### src/ssd_pkg.sv
// Package for the serial status, data buffer and bit-rate block
// Function
// - Transmitter-empty sets on buffer-to-shifter; reset sets
// - Empty flag requests CPU or DMA per enable
// - Status read then data write clears empty
// - First transmitter enable sets empty flag
// - Complete flag set when empty and idle
// - Complete clears on queueing or DMA write
// - Receiver-full sets on shifter-to-buffer, requests service
// - Status read then data read clears full
// - Idle sets after idle line, interrupt gated by its enable and by receive DMA off
// - Idle armed only after a received character
// - Overrun sets on unread buffer, drops character
// - Overrun cleared only if status saw it
// - Noise flag sets, interrupts, read-sequence cleared
// - Framing flag sets on zero stop bit
// - Parity flag sets on parity check failure
// - Break sets break, framing, full; clears ninth in nine-bit mode
// - Status-two read then data read clears break
// - Reception-active follows start search, no interrupt
// - One bit-rate register, prescale bits reset zero
// - Rate is clock over 64 times divisors
package ssd_pkg;
  // ------------------------------------------------------------
  // Register byte addresses
  // ------------------------------------------------------------
  localparam logic [7:0] ADDR_STATUS_ONE = 8'h10;
  localparam logic [7:0] ADDR_STATUS_TWO = 8'h14;
  localparam logic [7:0] ADDR_DATA_BUF = 8'h18;
  localparam logic [7:0] ADDR_BIT_RATE = 8'h1c;
  localparam logic [7:0] ADDR_CONTROL = 8'h20;
  // ------------------------------------------------------------
  // Status one bit positions
  // ------------------------------------------------------------
  localparam int S1_TX_EMPTY = 7;
  localparam int S1_TX_DONE = 6;
  localparam int S1_RX_FULL = 5;
  localparam int S1_IDLE = 4;
  localparam int S1_OVERRUN = 3;
  localparam int S1_NOISE = 2;
  localparam int S1_FRAMING = 1;
  localparam int S1_PARITY = 0;
  // ------------------------------------------------------------
  // Status two bit positions
  // ------------------------------------------------------------
  localparam int S2_BREAK = 1;
  localparam int S2_RX_ACTIVE = 0;
  // ------------------------------------------------------------
  // Control register bit positions
  // ------------------------------------------------------------
  localparam int C_TX_EMPTY_IE = 0;
  localparam int C_DONE_IE = 1;
  localparam int C_RX_FULL_IE = 2;
  localparam int C_IDLE_IE = 3;
  localparam int C_OVERRUN_IE = 4;
  localparam int C_NOISE_IE = 5;
  localparam int C_FRAMING_IE = 6;
  localparam int C_PARITY_IE = 7;
  localparam int C_TX_DMA = 8;
  localparam int C_RX_DMA = 9;
  localparam int C_TX_EN = 10;
  localparam int C_RX_EN = 11;
  localparam int C_NINE_BIT = 12;
  localparam int CTRL_W = 13;
  // ------------------------------------------------------------
  // Reset values and rate constants
  // ------------------------------------------------------------
  localparam logic [7:0] STATUS_ONE_RST = 8'hc0;
  localparam logic [CTRL_W-1:0] CTRL_RST = 13'h0000;
  localparam logic [7:0] BIT_RATE_RST = 8'h00;
  localparam logic [15:0] RATE_BASE_DIV = 16'h0040;
  localparam int BR_PRE_LSB = 4;
  localparam int BR_SEL_LSB = 0;
  localparam logic [31:0] UNMAPPED_DATA = 32'h0000_0000;

  // Prescale code to divisor 1/3/4/13
  function automatic logic [3:0] ssd_prescale(input logic [1:0] code);
    unique case (code)
      2'h0: ssd_prescale = 4'h1;
      2'h1: ssd_prescale = 4'h3;
      2'h2: ssd_prescale = 4'h4;
      default: ssd_prescale = 4'hd;
    endcase
  endfunction : ssd_prescale
endpackage : ssd_pkg

### src/ssd_core.sv
// Serial status flags, data buffer and bit-rate divider with APB slave
//
// Design decision made here: register access over APB.
`timescale 1ns/1ps
module ssd_core
  import ssd_pkg::*;
(
  input wire logic clk_sys_i,
  input wire logic rst_n_i,
  input wire logic clk_en_i,
  input wire logic psel_i,
  input wire logic penable_i,
  input wire logic pwrite_i,
  input wire logic [7:0] paddr_i,
  input wire logic [31:0] pwdata_i,
  output logic [31:0] prdata_o,
  output logic pready_o,
  output logic pslverr_o,
  input wire logic dma_wr_i,
  input wire logic [7:0] dma_wdata_i,
  input wire logic dma_rd_i,
  input wire logic tx_load_i,
  output logic [7:0] tx_data_o,
  input wire logic tx_busy_i,
  input wire logic tx_queued_i,
  input wire logic rx_done_i,
  input wire logic [7:0] rx_data_i,
  input wire logic rx_ninth_i,
  input wire logic rx_noise_i,
  input wire logic rx_stop_zero_i,
  input wire logic rx_parity_bad_i,
  input wire logic rx_break_i,
  input wire logic rx_idle_line_i,
  input wire logic rx_line_ones_i,
  input wire logic start_slot_zero_i,
  input wire logic false_start_i,
  output logic received_ninth_bit_o,
  output logic bit_rate_tick_o,
  output logic tx_irq_o,
  output logic tx_dma_req_o,
  output logic rx_irq_o,
  output logic rx_dma_req_o,
  output logic err_irq_o
);
  // ------------------------------------------------------------
  // Registers
  // ------------------------------------------------------------
  logic [7:0] status_one_reg;
  logic brk_reg, rx_active_reg, idle_armed_reg, brk_rearm_reg, tx_en_seen_reg;
  logic [7:0] snap_one_reg;
  logic snap_brk_reg;
  logic [7:0] rx_buf_reg;
  logic [7:0] tx_buf_reg;
  logic ninth_reg;
  logic [CTRL_W-1:0] ctrl_reg;
  logic [7:0] bit_rate_reg;
  logic [31:0] prdata_reg;
  logic [23:0] div_cnt_reg;

  // ------------------------------------------------------------
  // Bus decode
  // ------------------------------------------------------------
  wire acc = psel_i & penable_i & clk_en_i;
  wire wr = acc & pwrite_i;
  wire rd = acc & ~pwrite_i;
  wire hit_s1 = paddr_i == ADDR_STATUS_ONE;
  wire hit_s2 = paddr_i == ADDR_STATUS_TWO;
  wire hit_db = paddr_i == ADDR_DATA_BUF;
  wire hit_br = paddr_i == ADDR_BIT_RATE;
  wire hit_ct = paddr_i == ADDR_CONTROL;
  wire mapped = hit_s1 | hit_s2 | hit_db | hit_br | hit_ct;
  wire rd_s1 = rd & hit_s1;
  wire rd_s2 = rd & hit_s2;
  wire cpu_db_wr = wr & hit_db;
  wire cpu_db_rd = rd & hit_db;
  wire ce_dma_wr = dma_wr_i & clk_en_i;
  wire ce_dma_rd = dma_rd_i & clk_en_i;
  wire tx_dma = ctrl_reg[C_TX_DMA];
  wire rx_dma = ctrl_reg[C_RX_DMA];

  // ------------------------------------------------------------
  // Flag clear terms
  // ------------------------------------------------------------
  // Only flags captured by the status read are cleared, so late events survive
  wire [7:0] clr_one_rd = cpu_db_rd ? (snap_one_reg & 8'h3f) : 8'h00;
  wire clr_empty = (cpu_db_wr & snap_one_reg[S1_TX_EMPTY]) | ce_dma_wr;
  wire clr_brk = cpu_db_rd & snap_brk_reg;
  wire first_tx_en = wr & hit_ct & pwdata_i[C_TX_EN] & ~tx_en_seen_reg;

  wire overrun_evt = rx_done_i & status_one_reg[S1_RX_FULL] & ~clr_one_rd[S1_RX_FULL] & ~ce_dma_rd;
  wire accept_rx = (rx_done_i & ~overrun_evt) | rx_break_i;

  // ------------------------------------------------------------
  // Next state of status one, set wins over clear
  // ------------------------------------------------------------
  logic [7:0] s1_set;
  logic [7:0] s1_clr;
  always_comb begin
    s1_set = 8'h00;
    s1_set[S1_TX_EMPTY] = tx_load_i | first_tx_en;
    // Empty about to clear must not keep complete alive, else a DMA write could never clear it
    s1_set[S1_TX_DONE] = status_one_reg[S1_TX_EMPTY] & ~clr_empty & ~tx_busy_i & ~tx_queued_i;
    s1_set[S1_RX_FULL] = accept_rx | rx_break_i;
    s1_set[S1_IDLE] = rx_idle_line_i & idle_armed_reg;
    s1_set[S1_OVERRUN] = overrun_evt;
    s1_set[S1_NOISE] = rx_noise_i;
    s1_set[S1_FRAMING] = rx_stop_zero_i | rx_break_i;
    s1_set[S1_PARITY] = rx_parity_bad_i;
    s1_clr = clr_one_rd;
    s1_clr[S1_TX_EMPTY] = clr_empty;
    s1_clr[S1_TX_DONE] = tx_queued_i | ce_dma_wr;
    s1_clr[S1_RX_FULL] = clr_one_rd[S1_RX_FULL] | ce_dma_rd;
  end
  wire [7:0] status_one_next = s1_set | (status_one_reg & ~s1_clr);

  wire brk_set = rx_break_i & brk_rearm_reg;
  wire [7:0] status_two = {6'h00, brk_reg, rx_active_reg};

  always_ff @(posedge clk_sys_i or negedge rst_n_i) begin
    if (!rst_n_i) begin
      status_one_reg <= STATUS_ONE_RST;
      brk_reg <= 1'b0;
      rx_active_reg <= 1'b0;
      idle_armed_reg <= 1'b0;
      brk_rearm_reg <= 1'b1;
      tx_en_seen_reg <= 1'b0;
      snap_one_reg <= 8'h00;
      snap_brk_reg <= 1'b0;
    end else if (clk_en_i) begin
      status_one_reg <= status_one_next;
      brk_reg <= brk_set | (brk_reg & ~clr_brk);
      if (brk_set) begin
        brk_rearm_reg <= 1'b0;
      end else if (rx_line_ones_i) begin
        brk_rearm_reg <= 1'b1;
      end
      if (start_slot_zero_i) begin
        rx_active_reg <= 1'b1;
      end else if (false_start_i | rx_idle_line_i | rx_done_i) begin
        rx_active_reg <= 1'b0;
      end
      // Re-armed by a valid character, disarmed on receiver enable, on idle setting and on idle clearing
      if (accept_rx & ~rx_break_i) begin
        idle_armed_reg <= 1'b1;
      end else if ((wr & hit_ct & pwdata_i[C_RX_EN] & ~ctrl_reg[C_RX_EN]) | clr_one_rd[S1_IDLE] | s1_set[S1_IDLE]) begin
        idle_armed_reg <= 1'b0;
      end
      if (first_tx_en) begin
        tx_en_seen_reg <= 1'b1;
      end
      // Snapshot the word the bus returned, so a flag set after the setup cycle survives
      if (rd_s1) begin
        snap_one_reg <= prdata_reg[7:0];
      end else if (cpu_db_rd | cpu_db_wr) begin
        snap_one_reg <= 8'h00;
      end
      if (rd_s2) begin
        snap_brk_reg <= prdata_reg[S2_BREAK];
      end else if (cpu_db_rd) begin
        snap_brk_reg <= 1'b0;
      end
    end
  end

  // ------------------------------------------------------------
  // Data buffer, no reset so contents survive it
  // ------------------------------------------------------------
  always_ff @(posedge clk_sys_i) begin
    if (clk_en_i) begin
      if (accept_rx) begin
        rx_buf_reg <= rx_break_i ? 8'h00 : rx_data_i;
        ninth_reg <= (rx_break_i & ctrl_reg[C_NINE_BIT]) ? 1'b0 : rx_ninth_i;
      end
      if (cpu_db_wr) begin
        tx_buf_reg <= pwdata_i[7:0];
      end else if (ce_dma_wr) begin
        tx_buf_reg <= dma_wdata_i;
      end
    end
  end

  // ------------------------------------------------------------
  // Control and bit-rate registers
  // ------------------------------------------------------------
  always_ff @(posedge clk_sys_i or negedge rst_n_i) begin
    if (!rst_n_i) begin
      ctrl_reg <= CTRL_RST;
      bit_rate_reg <= BIT_RATE_RST;
    end else if (wr) begin
      if (hit_ct) begin
        ctrl_reg <= pwdata_i[CTRL_W-1:0];
      end
      if (hit_br) begin
        bit_rate_reg <= {1'b0, pwdata_i[6:4], 1'b0, pwdata_i[2:0]} & 8'h37;
      end
    end
  end

  // ------------------------------------------------------------
  // Bit-rate divider: one tick per bit time
  // ------------------------------------------------------------
  // Largest divisor 64 * 13 * 128 needs 17 bits; the shift is done at 24 bits
  wire [3:0] pre_div = ssd_prescale(bit_rate_reg[BR_PRE_LSB +: 2]);
  wire [2:0] sel = bit_rate_reg[BR_SEL_LSB +: 3];
  wire [16:0] base_pre = 17'(RATE_BASE_DIV * pre_div);
  wire [23:0] full_div = 24'(base_pre) << sel;
  wire [23:0] div_last = full_div - 24'h000001;
  always_ff @(posedge clk_sys_i or negedge rst_n_i) begin
    if (!rst_n_i) begin
      div_cnt_reg <= 24'h000000;
      bit_rate_tick_o <= 1'b0;
    end else if (clk_en_i) begin
      bit_rate_tick_o <= (div_cnt_reg == div_last);
      div_cnt_reg <= (div_cnt_reg >= div_last) ? 24'h000000 : div_cnt_reg + 24'h000001;
    end
  end

  // ------------------------------------------------------------
  // Read data and slave answer
  // ------------------------------------------------------------
  wire [31:0] rd_mux = hit_s1 ? {24'h0, status_one_reg} :
                       hit_s2 ? {24'h0, status_two} :
                       hit_db ? {24'h0, rx_buf_reg} :
                       hit_br ? {24'h0, bit_rate_reg} :
                       hit_ct ? {19'h0, ctrl_reg} : UNMAPPED_DATA;
  always_ff @(posedge clk_sys_i or negedge rst_n_i) begin
    if (!rst_n_i) begin
      prdata_reg <= 32'h0000_0000;
    end else if (psel_i & ~penable_i & ~pwrite_i) begin
      prdata_reg <= rd_mux;
    end
  end
  assign prdata_o = prdata_reg;
  assign pready_o = clk_en_i;
  assign pslverr_o = psel_i & penable_i & ~mapped;
  assign tx_data_o = tx_buf_reg;
  assign received_ninth_bit_o = ninth_reg;

  // ------------------------------------------------------------
  // Request routing
  // ------------------------------------------------------------
  wire empty_req = status_one_reg[S1_TX_EMPTY] & ctrl_reg[C_TX_EMPTY_IE];
  assign tx_irq_o = (empty_req & ~tx_dma) | (status_one_reg[S1_TX_DONE] & ctrl_reg[C_DONE_IE]);
  assign tx_dma_req_o = empty_req & tx_dma;
  wire full_req = status_one_reg[S1_RX_FULL] & ctrl_reg[C_RX_FULL_IE];
  assign rx_irq_o = (full_req | (status_one_reg[S1_IDLE] & ctrl_reg[C_IDLE_IE])) & ~rx_dma;
  assign rx_dma_req_o = full_req & rx_dma;
  assign err_irq_o = (status_one_reg[S1_OVERRUN] & ctrl_reg[C_OVERRUN_IE]) |
                     (status_one_reg[S1_NOISE] & ctrl_reg[C_NOISE_IE]) |
                     (status_one_reg[S1_FRAMING] & ctrl_reg[C_FRAMING_IE]) |
                     (status_one_reg[S1_PARITY] & ctrl_reg[C_PARITY_IE]);
endmodule : ssd_core

### config.mk
export PLATFORM = sky130hd
export DESIGN_NAME = ssd_core
export DESIGN_NICKNAME = d
export VERILOG_FILES = /design/src/ssd_pkg.sv /design/src/ssd_core.sv
export SDC_FILE = /design/constraint.sdc
export NUM_CORES = 1
export LEC_CHECK = 0
export ABC_AREA = 1
export BUFFER_PORTS_ARGS = -buffer_cell sky130_fd_sc_hd__buf_2
export CORE_UTILIZATION = 59
export DETAILED_ROUTE_END_ITERATION = 8
export GPL_ROUTABILITY_DRIVEN = 0
export GPL_TIMING_DRIVEN = 0
export PLACE_DENSITY = 0.86
export REMOVE_ABC_BUFFERS = 1
export SYNTH_ARGS = -nofsm -noshare
export SYNTH_HDL_FRONTEND = slang
export SYNTH_SLANG_ARGS = --single-unit
### constraint.sdc
create_clock -name clk_sys_i -period 5.3 [get_ports clk_sys_i]
set_input_delay 1.06 -clock clk_sys_i [delete_from_list [all_inputs] [get_ports clk_sys_i]]
set_output_delay 1.06 -clock clk_sys_i [all_outputs]
set_load 0.02 [all_outputs]
==> run_results.csv, run 1 <==
group,metric,value,unit
status,outcome,"finished, violations left",
status,violations,"design-rule violations",
clock_tree,cts_inserted_buffers,9,
floorplanning,start_util,61.6,%
cells_and_area,design_area,6070,um^2
sta,slew_headroom,32.0,%
cells_and_area,drive_gt1_share,17.7,%
job,maxCapViolations,0,
detailed_routing,via_count,4870,
cells_and_area,final_cells,878,
global_routing,grt_pass1_wl,22600,um
floorplanning,die-height,97.9,um
clock_tree,hold_buffers,0,
setup_path,r2r_setup_slack,1.54,ns
logic_synthesis,ys_seq_elements,94,
logic_synthesis,yosysSeqAreaShare,45.0,%
clock_tree,worstSkewPairLatency,0.36,ns
power_and_ir_drop,power.density,263,nW/um^2
sta,report.final.slew_viol_count,0,
setup_path,cp.required,5.28,ns
clock_tree,cts_sinks,94,
cells_and_area,largest_register_ffs,24,
clock_tree,post_cts_buffers,0,
worst_hold_path,worstHoldStart,"tx_en_seen_reg",
sta,finalHoldViolCount,0,
clock_tree,cts_tree,"done",
detailed_routing,avgRoutedWirePerCell,15.1,um
cells_and_area,n_antenna_cell,0,
floorplanning,std_cell_rows,34,
logic_synthesis,synthCells,682,
worst_hold_path,whs_endpoint,"tx_en_seen_reg",
sta,setup_tns,0,ns
floorplanning,ios,126,
placement,place_area,5870,um^2
setup_path,reg2reg_from,"bit_rate_reg[2]",
setup_path,crit_fanout,20,
placement,portBuffers,87,
placement,dp_hpwl,10000,um
logic_synthesis,synth.distinct_cells,41,
placement,placed_cells,862,
power_and_ir_drop,power.leakage,0.00303,uW
setup_path,startpoint_type,"primary input",
detailed_routing,drt_iter0_drc,411,
detailed_routing,antenna_left,0,
worst_hold_path,hold_class,"register to register",
logic_synthesis,yosysWarnings,0,
global_routing,grt_pass1_vias,4849,
floorplanning,fp.coreArea,8810,um^2
detailed_routing,viasPerCell,5.55,
sta,fmax,257,MHz
global_routing,track_usage,29.6,%
detailed_routing,drc,2,
floorplanning,die_area,9580,um^2
detailed_routing,wirelength,13300,um
setup_path,crit_path_end_kind,"register",
setup_path,timing.rr.end,"div_cnt_reg[12]",
clock_tree,ctsResizeCount,0,
clock_tree,clk_path_buf_depth,2,
setup_path,crit_type,"primary input to register",
sta,grt_setup_unrepaired,"false",
global_routing,grt_start_max_net_pins,53,
logic_synthesis,avgSynthCellArea,7.96,um^2
sta,period_needed,3.89,ns
global_routing,grt_overflow_total,0,
power_and_ir_drop,peakVddDrop,0.000160,V
detailed_routing,firstDrtPassIters,7,
sta,fin_skew,0.0171,ns
logic_synthesis,syn_area,5430,um^2
cells_and_area,nets,862,
floorplanning,die_x,97.9,um
sta,fin_crit_sh,73.4,%
sta,setup_viol,0,
global_routing,antenna_found_initial,0,
cells_and_area,area.growth.synth_to_final,11.9,%
setup_path,ff2ff_path_depth,18,
clock_tree,path_clk_slew,0.09,ns
clock_tree,root_buffer,"clkbuf_8",
cells_and_area,final.fill_count,683,
sta,tightest_slew,1.02,ns
setup_path,crit_arrival,3.88,ns
clock_tree,cts.htree.levels,3,
worst_hold_path,whs_path_depth,2,
## cell usage in the layout, fill, tap and decap left out, types with 2 or more instances in the layout
cell type,synthesis,routed
or2_2,5,5
dfrtp_1,74,74
inv_6,0,2
nor2_2,4,4
o22ai_1,5,5
nor3_1,7,7
nor2_4,2,2
o21bai_1,3,3
clkbuf_8,0,9
nand2_1,173,173
a21oi_1,20,20
o21a_1,2,2
nand3_1,40,40
dfstp_2,3,3
inv_1,83,83
o211ai_1,2,2
a32o_1,2,2
conb_1,2,23
a32oi_1,2,2
nand2_2,5,5
edfxtp_1,17,17
inv_2,2,2
ha_1,20,20
nand3_2,5,5
nand3b_1,2,2
nand4_1,18,18
o21ai_0,55,55
nor4_1,2,2
xnor2_1,3,3
nor2_1,63,63
buf_2,8,86
nor3_2,3,3
xor2_1,13,13
clkinv_2,0,3
## synthesized netlist by cell type
master / number / area share, %
o211ai_2: 1 / 0.23
a22o_1: 1 / 0.16
o22ai_1: 5 / 0.58
inv_2: 2 / 0.14
a21oi_1: 20 / 1.8
dfrtp_1: 74 / 34
nand4_1: 18 / 2.1
nand2_1: 173 / 12
a32oi_1: 2 / 0.32
clkbuf_1: 7 / 0.48
a32o_1: 2 / 0.37
nor2_2: 4 / 0.46
xnor2_1: 3 / 0.48
o21bai_1: 3 / 0.42
nor4_4: 1 / 0.39
a31oi_1: 1 / 0.12
o211ai_1: 2 / 0.28
dfstp_2: 3 / 1.5
nor3_2: 3 / 0.55
a22oi_1: 1 / 0.14
nor2_4: 2 / 0.42
nor2_1: 63 / 4.4
nand3b_1: 2 / 0.28
buf_2: 8 / 0.74
ha_1: 20 / 4.6
nor4_1: 2 / 0.23
inv_1: 83 / 5.7
xor2_1: 13 / 2.1
conb_1: 2 / 0.14
nand3_2: 5 / 0.92
nand2_2: 5 / 0.58
o2111ai_1: 1 / 0.16
or2_2: 5 / 0.58
nand3_1: 40 / 3.7
nor3_4: 1 / 0.30
o21ai_0: 55 / 5.1
nor3_1: 7 / 0.65
o21a_1: 2 / 0.28
a21boi_0: 1 / 0.14
edfxtp_1: 17 / 9.4
buf_4: 22 / 3.0
## cell families after synthesis
family                   after synthesis  synth area share (%)
flip-flops                            94                  45.0
adder cells (fa/ha/maj)               20                  4.61
AND/OR/NAND/NOR                      331                  27.4
buffers and inverters                122                  10.1
XOR/XNOR                              16                  2.58
other                                  2                 0.138
AO/OA/AOI/OAI                         97                  10.1
## worst max path at each step
stage	start	endpoint	slack, ns	cells past startpoint
2_1_floorplan	paddr_i[2]	pslverr_o	1.99	6
3_3_place_gp	paddr_i[7]	tx_data_o[2]	1.20	6
3_5_place_dp	paddr_i[7]	tx_data_o[4]	1.14	6
4_1_cts	paddr_i[7]	pslverr_o	1.50	8
5_1_grt	bit_rate_reg[5]	div_cnt_reg[3]	1.16	20
6_report	paddr_i[7]	tx_data_o[3]	1.41	6
## critical path, stage by stage
cell and delay [ns]:
buf_2 0.10, nor2_1 0.16, nand3_2 0.16, nor2_1 0.74, nand2_1 0.67, a21oi_1 0.98
## power breakdown
group	switching, uW	internal [uW]
combinational	164	99.4
sequential	54.2	795
clock	265	220
## stage by stage
step	total power, uW	utilization (%)	worst slack, ns	hold slack (ns)
floorplan	1020	-	1.99	0.421
global placement	1100	66.4	1.20	0.436
detailed placement	1120	66.7	1.14	0.447
CTS	1600	68.9	1.50	0.467
global route	1670	68.9	1.16	0.483
finish	1600	68.9	1.41	0.467
## per-layer routing
layer | up-vias | GRT usage [%] | wire length (um)
met5 | - | 0 | 0
met2 | 221 | 48.8 | 6480
li1 | 2347 | - | -
met3 | 26 | 5.65 | 1040
met1 | 2276 | 38.8 | 5480
met4 | 0 | 11.4 | 287
## layout make-up
class / instances / area (um^2) / area share [%]
Inverter: 85 / 319 / 5.26
Sequential cell: 94 / 2440 / 40.2
Clock inverter: 7 / 71.3 / 1.18
Tap cell: 108 / 135 / 2.23
Multi-Input combinational cell: 487 / 2510 / 41.4
Timing Repair Buffer: 88 / 465 / 7.67
Clock buffer: 9 / 124 / 2.04
Power figures use the tool's default switching activity.
==> run 2, diff against run 1 <==
CORE_UTILIZATION = 49   (was 59)
PLACE_DENSITY = 0.77   (was 0.86)
clock period = 3.1 ns   (was 5.3 ns; I/O delays follow)
==> run 2 against run 1 <==
- the run now ends clean
- wire length rose by 5.2%
- clock skew fell by 0.0042 ns
- sequential share of layout area fell by 1.2 points
- die area rose by 20%
- critical path type is now register to register
- largest power group unchanged
==> run_results.csv, run 2 (synthesis results as in run 1) <==
group,metric,value,unit
placement,portBuffers,87,
cells_and_area,final_common_cell,"nand2_1",
power_and_ir_drop,power.leakage,0.00309,uW
placement,place_area,5910,um^2
setup_path,startpoint_type,"register",
setup_path,cp.required,3.35,ns
setup_path,reg2reg_from,"bit_rate_reg[4]",
global_routing,track_usage,25.1,%
cells_and_area,design_area,6280,um^2
sta,fin_crit_sh,99.1,%
global_routing,grt_start_max_net_pins,50,
detailed_routing,drc,0,
setup_path,crit_path_end_kind,"register",
setup_path,r2r_setup_slack,0.03,ns
sta,setup_viol,0,
power_and_ir_drop,peakVddDrop,0.000259,V
floorplanning,fp.coreArea,10800,um^2
power_and_ir_drop,finalPower,2790,uW
clock_tree,clk_path_buf_depth,2,
worst_hold_path,hold_class,"primary input to async pin",
global_routing,grt_pass1_wl,22300,um
placement,post-place-ws,-0.556,ns
global_routing,antenna_found_initial,0,
clock_tree,worstSkewPairLatency,0.36,ns
setup_path,crit_arrival,3.32,ns
sta,slew_headroom,42.4,%
clock_tree,cts.htree.levels,3,
cells_and_area,n_antenna_cell,0,
setup_path,crit_type,"register to register",
clock_tree,path_clk_slew,0.10,ns
clock_tree,cts_sinks,94,
cells_and_area,largest_register_ffs,24,
cells_and_area,nets,874,
clock_tree,root_buffer,"clkbuf_8",
sta,tightest_slew,0.862,ns
sta,period_needed,3.07,ns
detailed_routing,viasPerCell,5.42,
floorplanning,die_x,107,um
setup_path,ff2ff_path_depth,20,
floorplanning,std_cell_rows,38,
detailed_routing,wirelength,14000,um
cells_and_area,final_cell_mix,"nand2_1, buf_2, inv_1",
sta,fin_skew,0.0129,ns
sta,finalHoldViolCount,0,
clock_tree,cts_tree,"done",
cells_and_area,final.fill_count,935,
sta,timing.final.ws_setup,0.0274,ns
setup_path,crit_fanout,6,
detailed_routing,avgRoutedWirePerCell,15.2,um
cells_and_area,area.growth.synth_to_final,15.7,%
global_routing,grt_overflow_total,0,
sta,grt_setup_unrepaired,"true",
status,outcome,"completed",
floorplanning,die-height,107,um
cells_and_area,final_cells,922,
placement,placed_cells,894,
sta,report.final.slew_viol_count,0,
detailed_routing,drt_iter0_drc,306,
floorplanning,start_util,50.3,%
detailed_routing,antenna_left,0,
sta,fmax,325,MHz
floorplanning,die_area,11500,um^2
detailed_routing,via_count,4993,
power_and_ir_drop,power.density,444,nW/um^2
setup_path,timing.rr.end,"div_cnt_reg[6]",
global_routing,grt_pass1_vias,4773,
cells_and_area,drive_gt1_share,21.6,%
setup_path,startpoint,"bit_rate_reg[4]",
placement,dp_hpwl,10000,um
cells_and_area,seq_area,2450,um^2
cells_and_area,multi_input_area,2570,um^2
clock_tree,cts_inserted_buffers,9,
detailed_routing,firstDrtPassIters,4,
floorplanning,ios,126,
job,maxCapViolations,0,
-- run 2: changes by cell type in the layout (fill, tap and decap cells not counted), moves of 3 or more --
cell | before | now
inv_1 | 83 | 79
dfrtp_1 | 74 | 69
nand2_1 | 173 | 169
clkinvlp_4 | 0 | 5
nand2_2 | 5 | 8
nor2_2 | 4 | 8
buf_4 | 1 | 10
dfrtp_2 | 0 | 5
nor2_1 | 63 | 58
-- run 2: worst max path at each step --
stage / end / cells past startpoint
floorplan: div_cnt_reg[10] / 21
global placement: tx_data_o[0] / 6
detailed placement: div_cnt_reg[6] / 21
CTS: div_cnt_reg[6] / 21
global route: div_cnt_reg[4] / 20
finish: div_cnt_reg[6] / 20
-- run 2: critical path, stage by stage (launching register included) --
cell and delay [ns]:
dfrtp_2 0.45, buf_4 0.15, nand2_1 0.07, nand2_1 0.10
nand4_1 0.17, ha_4 0.17, nand2_1 0.09, nor2_4 0.14
nand4_1 0.10, nand2_1 0.09, inv_1 0.04, ha_1 0.26
nand2_1 0.08, nor2_2 0.14, nand4_1 0.14, nor2_2 0.18
nand2_1 0.09, nand3_2 0.10, nand2_4 0.12, clkinvlp_4 0.19
nor2_1 0.06
-- run 2: timing repair --
item	4_1_cts	5_1_grt
pin swaps	0	4
resized for setup	14	13
gates cloned	3	0
buffers inserted	0	9
endpoints found under the setup margin	30	33
hold buffers	0	0
-- run 2: area by class of cell --
| cell class | instances | area share [%] |
|---|---|---|
| clock buffers | 10 | 2.19 |
| clock inverters | 6 | 1.12 |
| inverters | 85 | 5.20 |
| multi-input cells | 487 | 40.9 |
| flip-flops and latches | 94 | 39.0 |
| well taps | 140 | 2.79 |
| repair buffers | 97 | 8.49 |
| repair inverters | 3 | 0.359 |
-- run 2: stage by stage --
step | TNS, ns | hold slack, ns | util, %
3_5_place_dp | -15.41 | 0.436 | 54.8
3_3_place_gp | -11.90 | 0.435 | 54.5
6_report | 0 | 0.184 | 58.2
4_1_cts | 0 | 0.189 | 57.3
2_1_floorplan | 0 | 0.324 | -
5_1_grt | -2.38 | 0.200 | 58.2
-- run 2: report_power, final --
| group | total [uW] | internal (uW) | switching [uW] | leakage (uW) |
|---|---|---|---|---|
| combinational | 475 | 180 | 295 | 0.00188 |
| clock | 866 | 401 | 464 | 0.000107 |
| sequential | 1450 | 1360 | 89.7 | 0.00110 |
-- run 2: routing by layer --
metal	GRT usage (%)	vias to the layer above	wire [um]	part of all wire (%)
li1	-	2368	-	-
met1	32.0	2353	5630	40
met2	43.4	244	7030	50
met3	4.44	28	1020	7.3
met4	7.44	0	288	2.1
met5	0	-	0	0
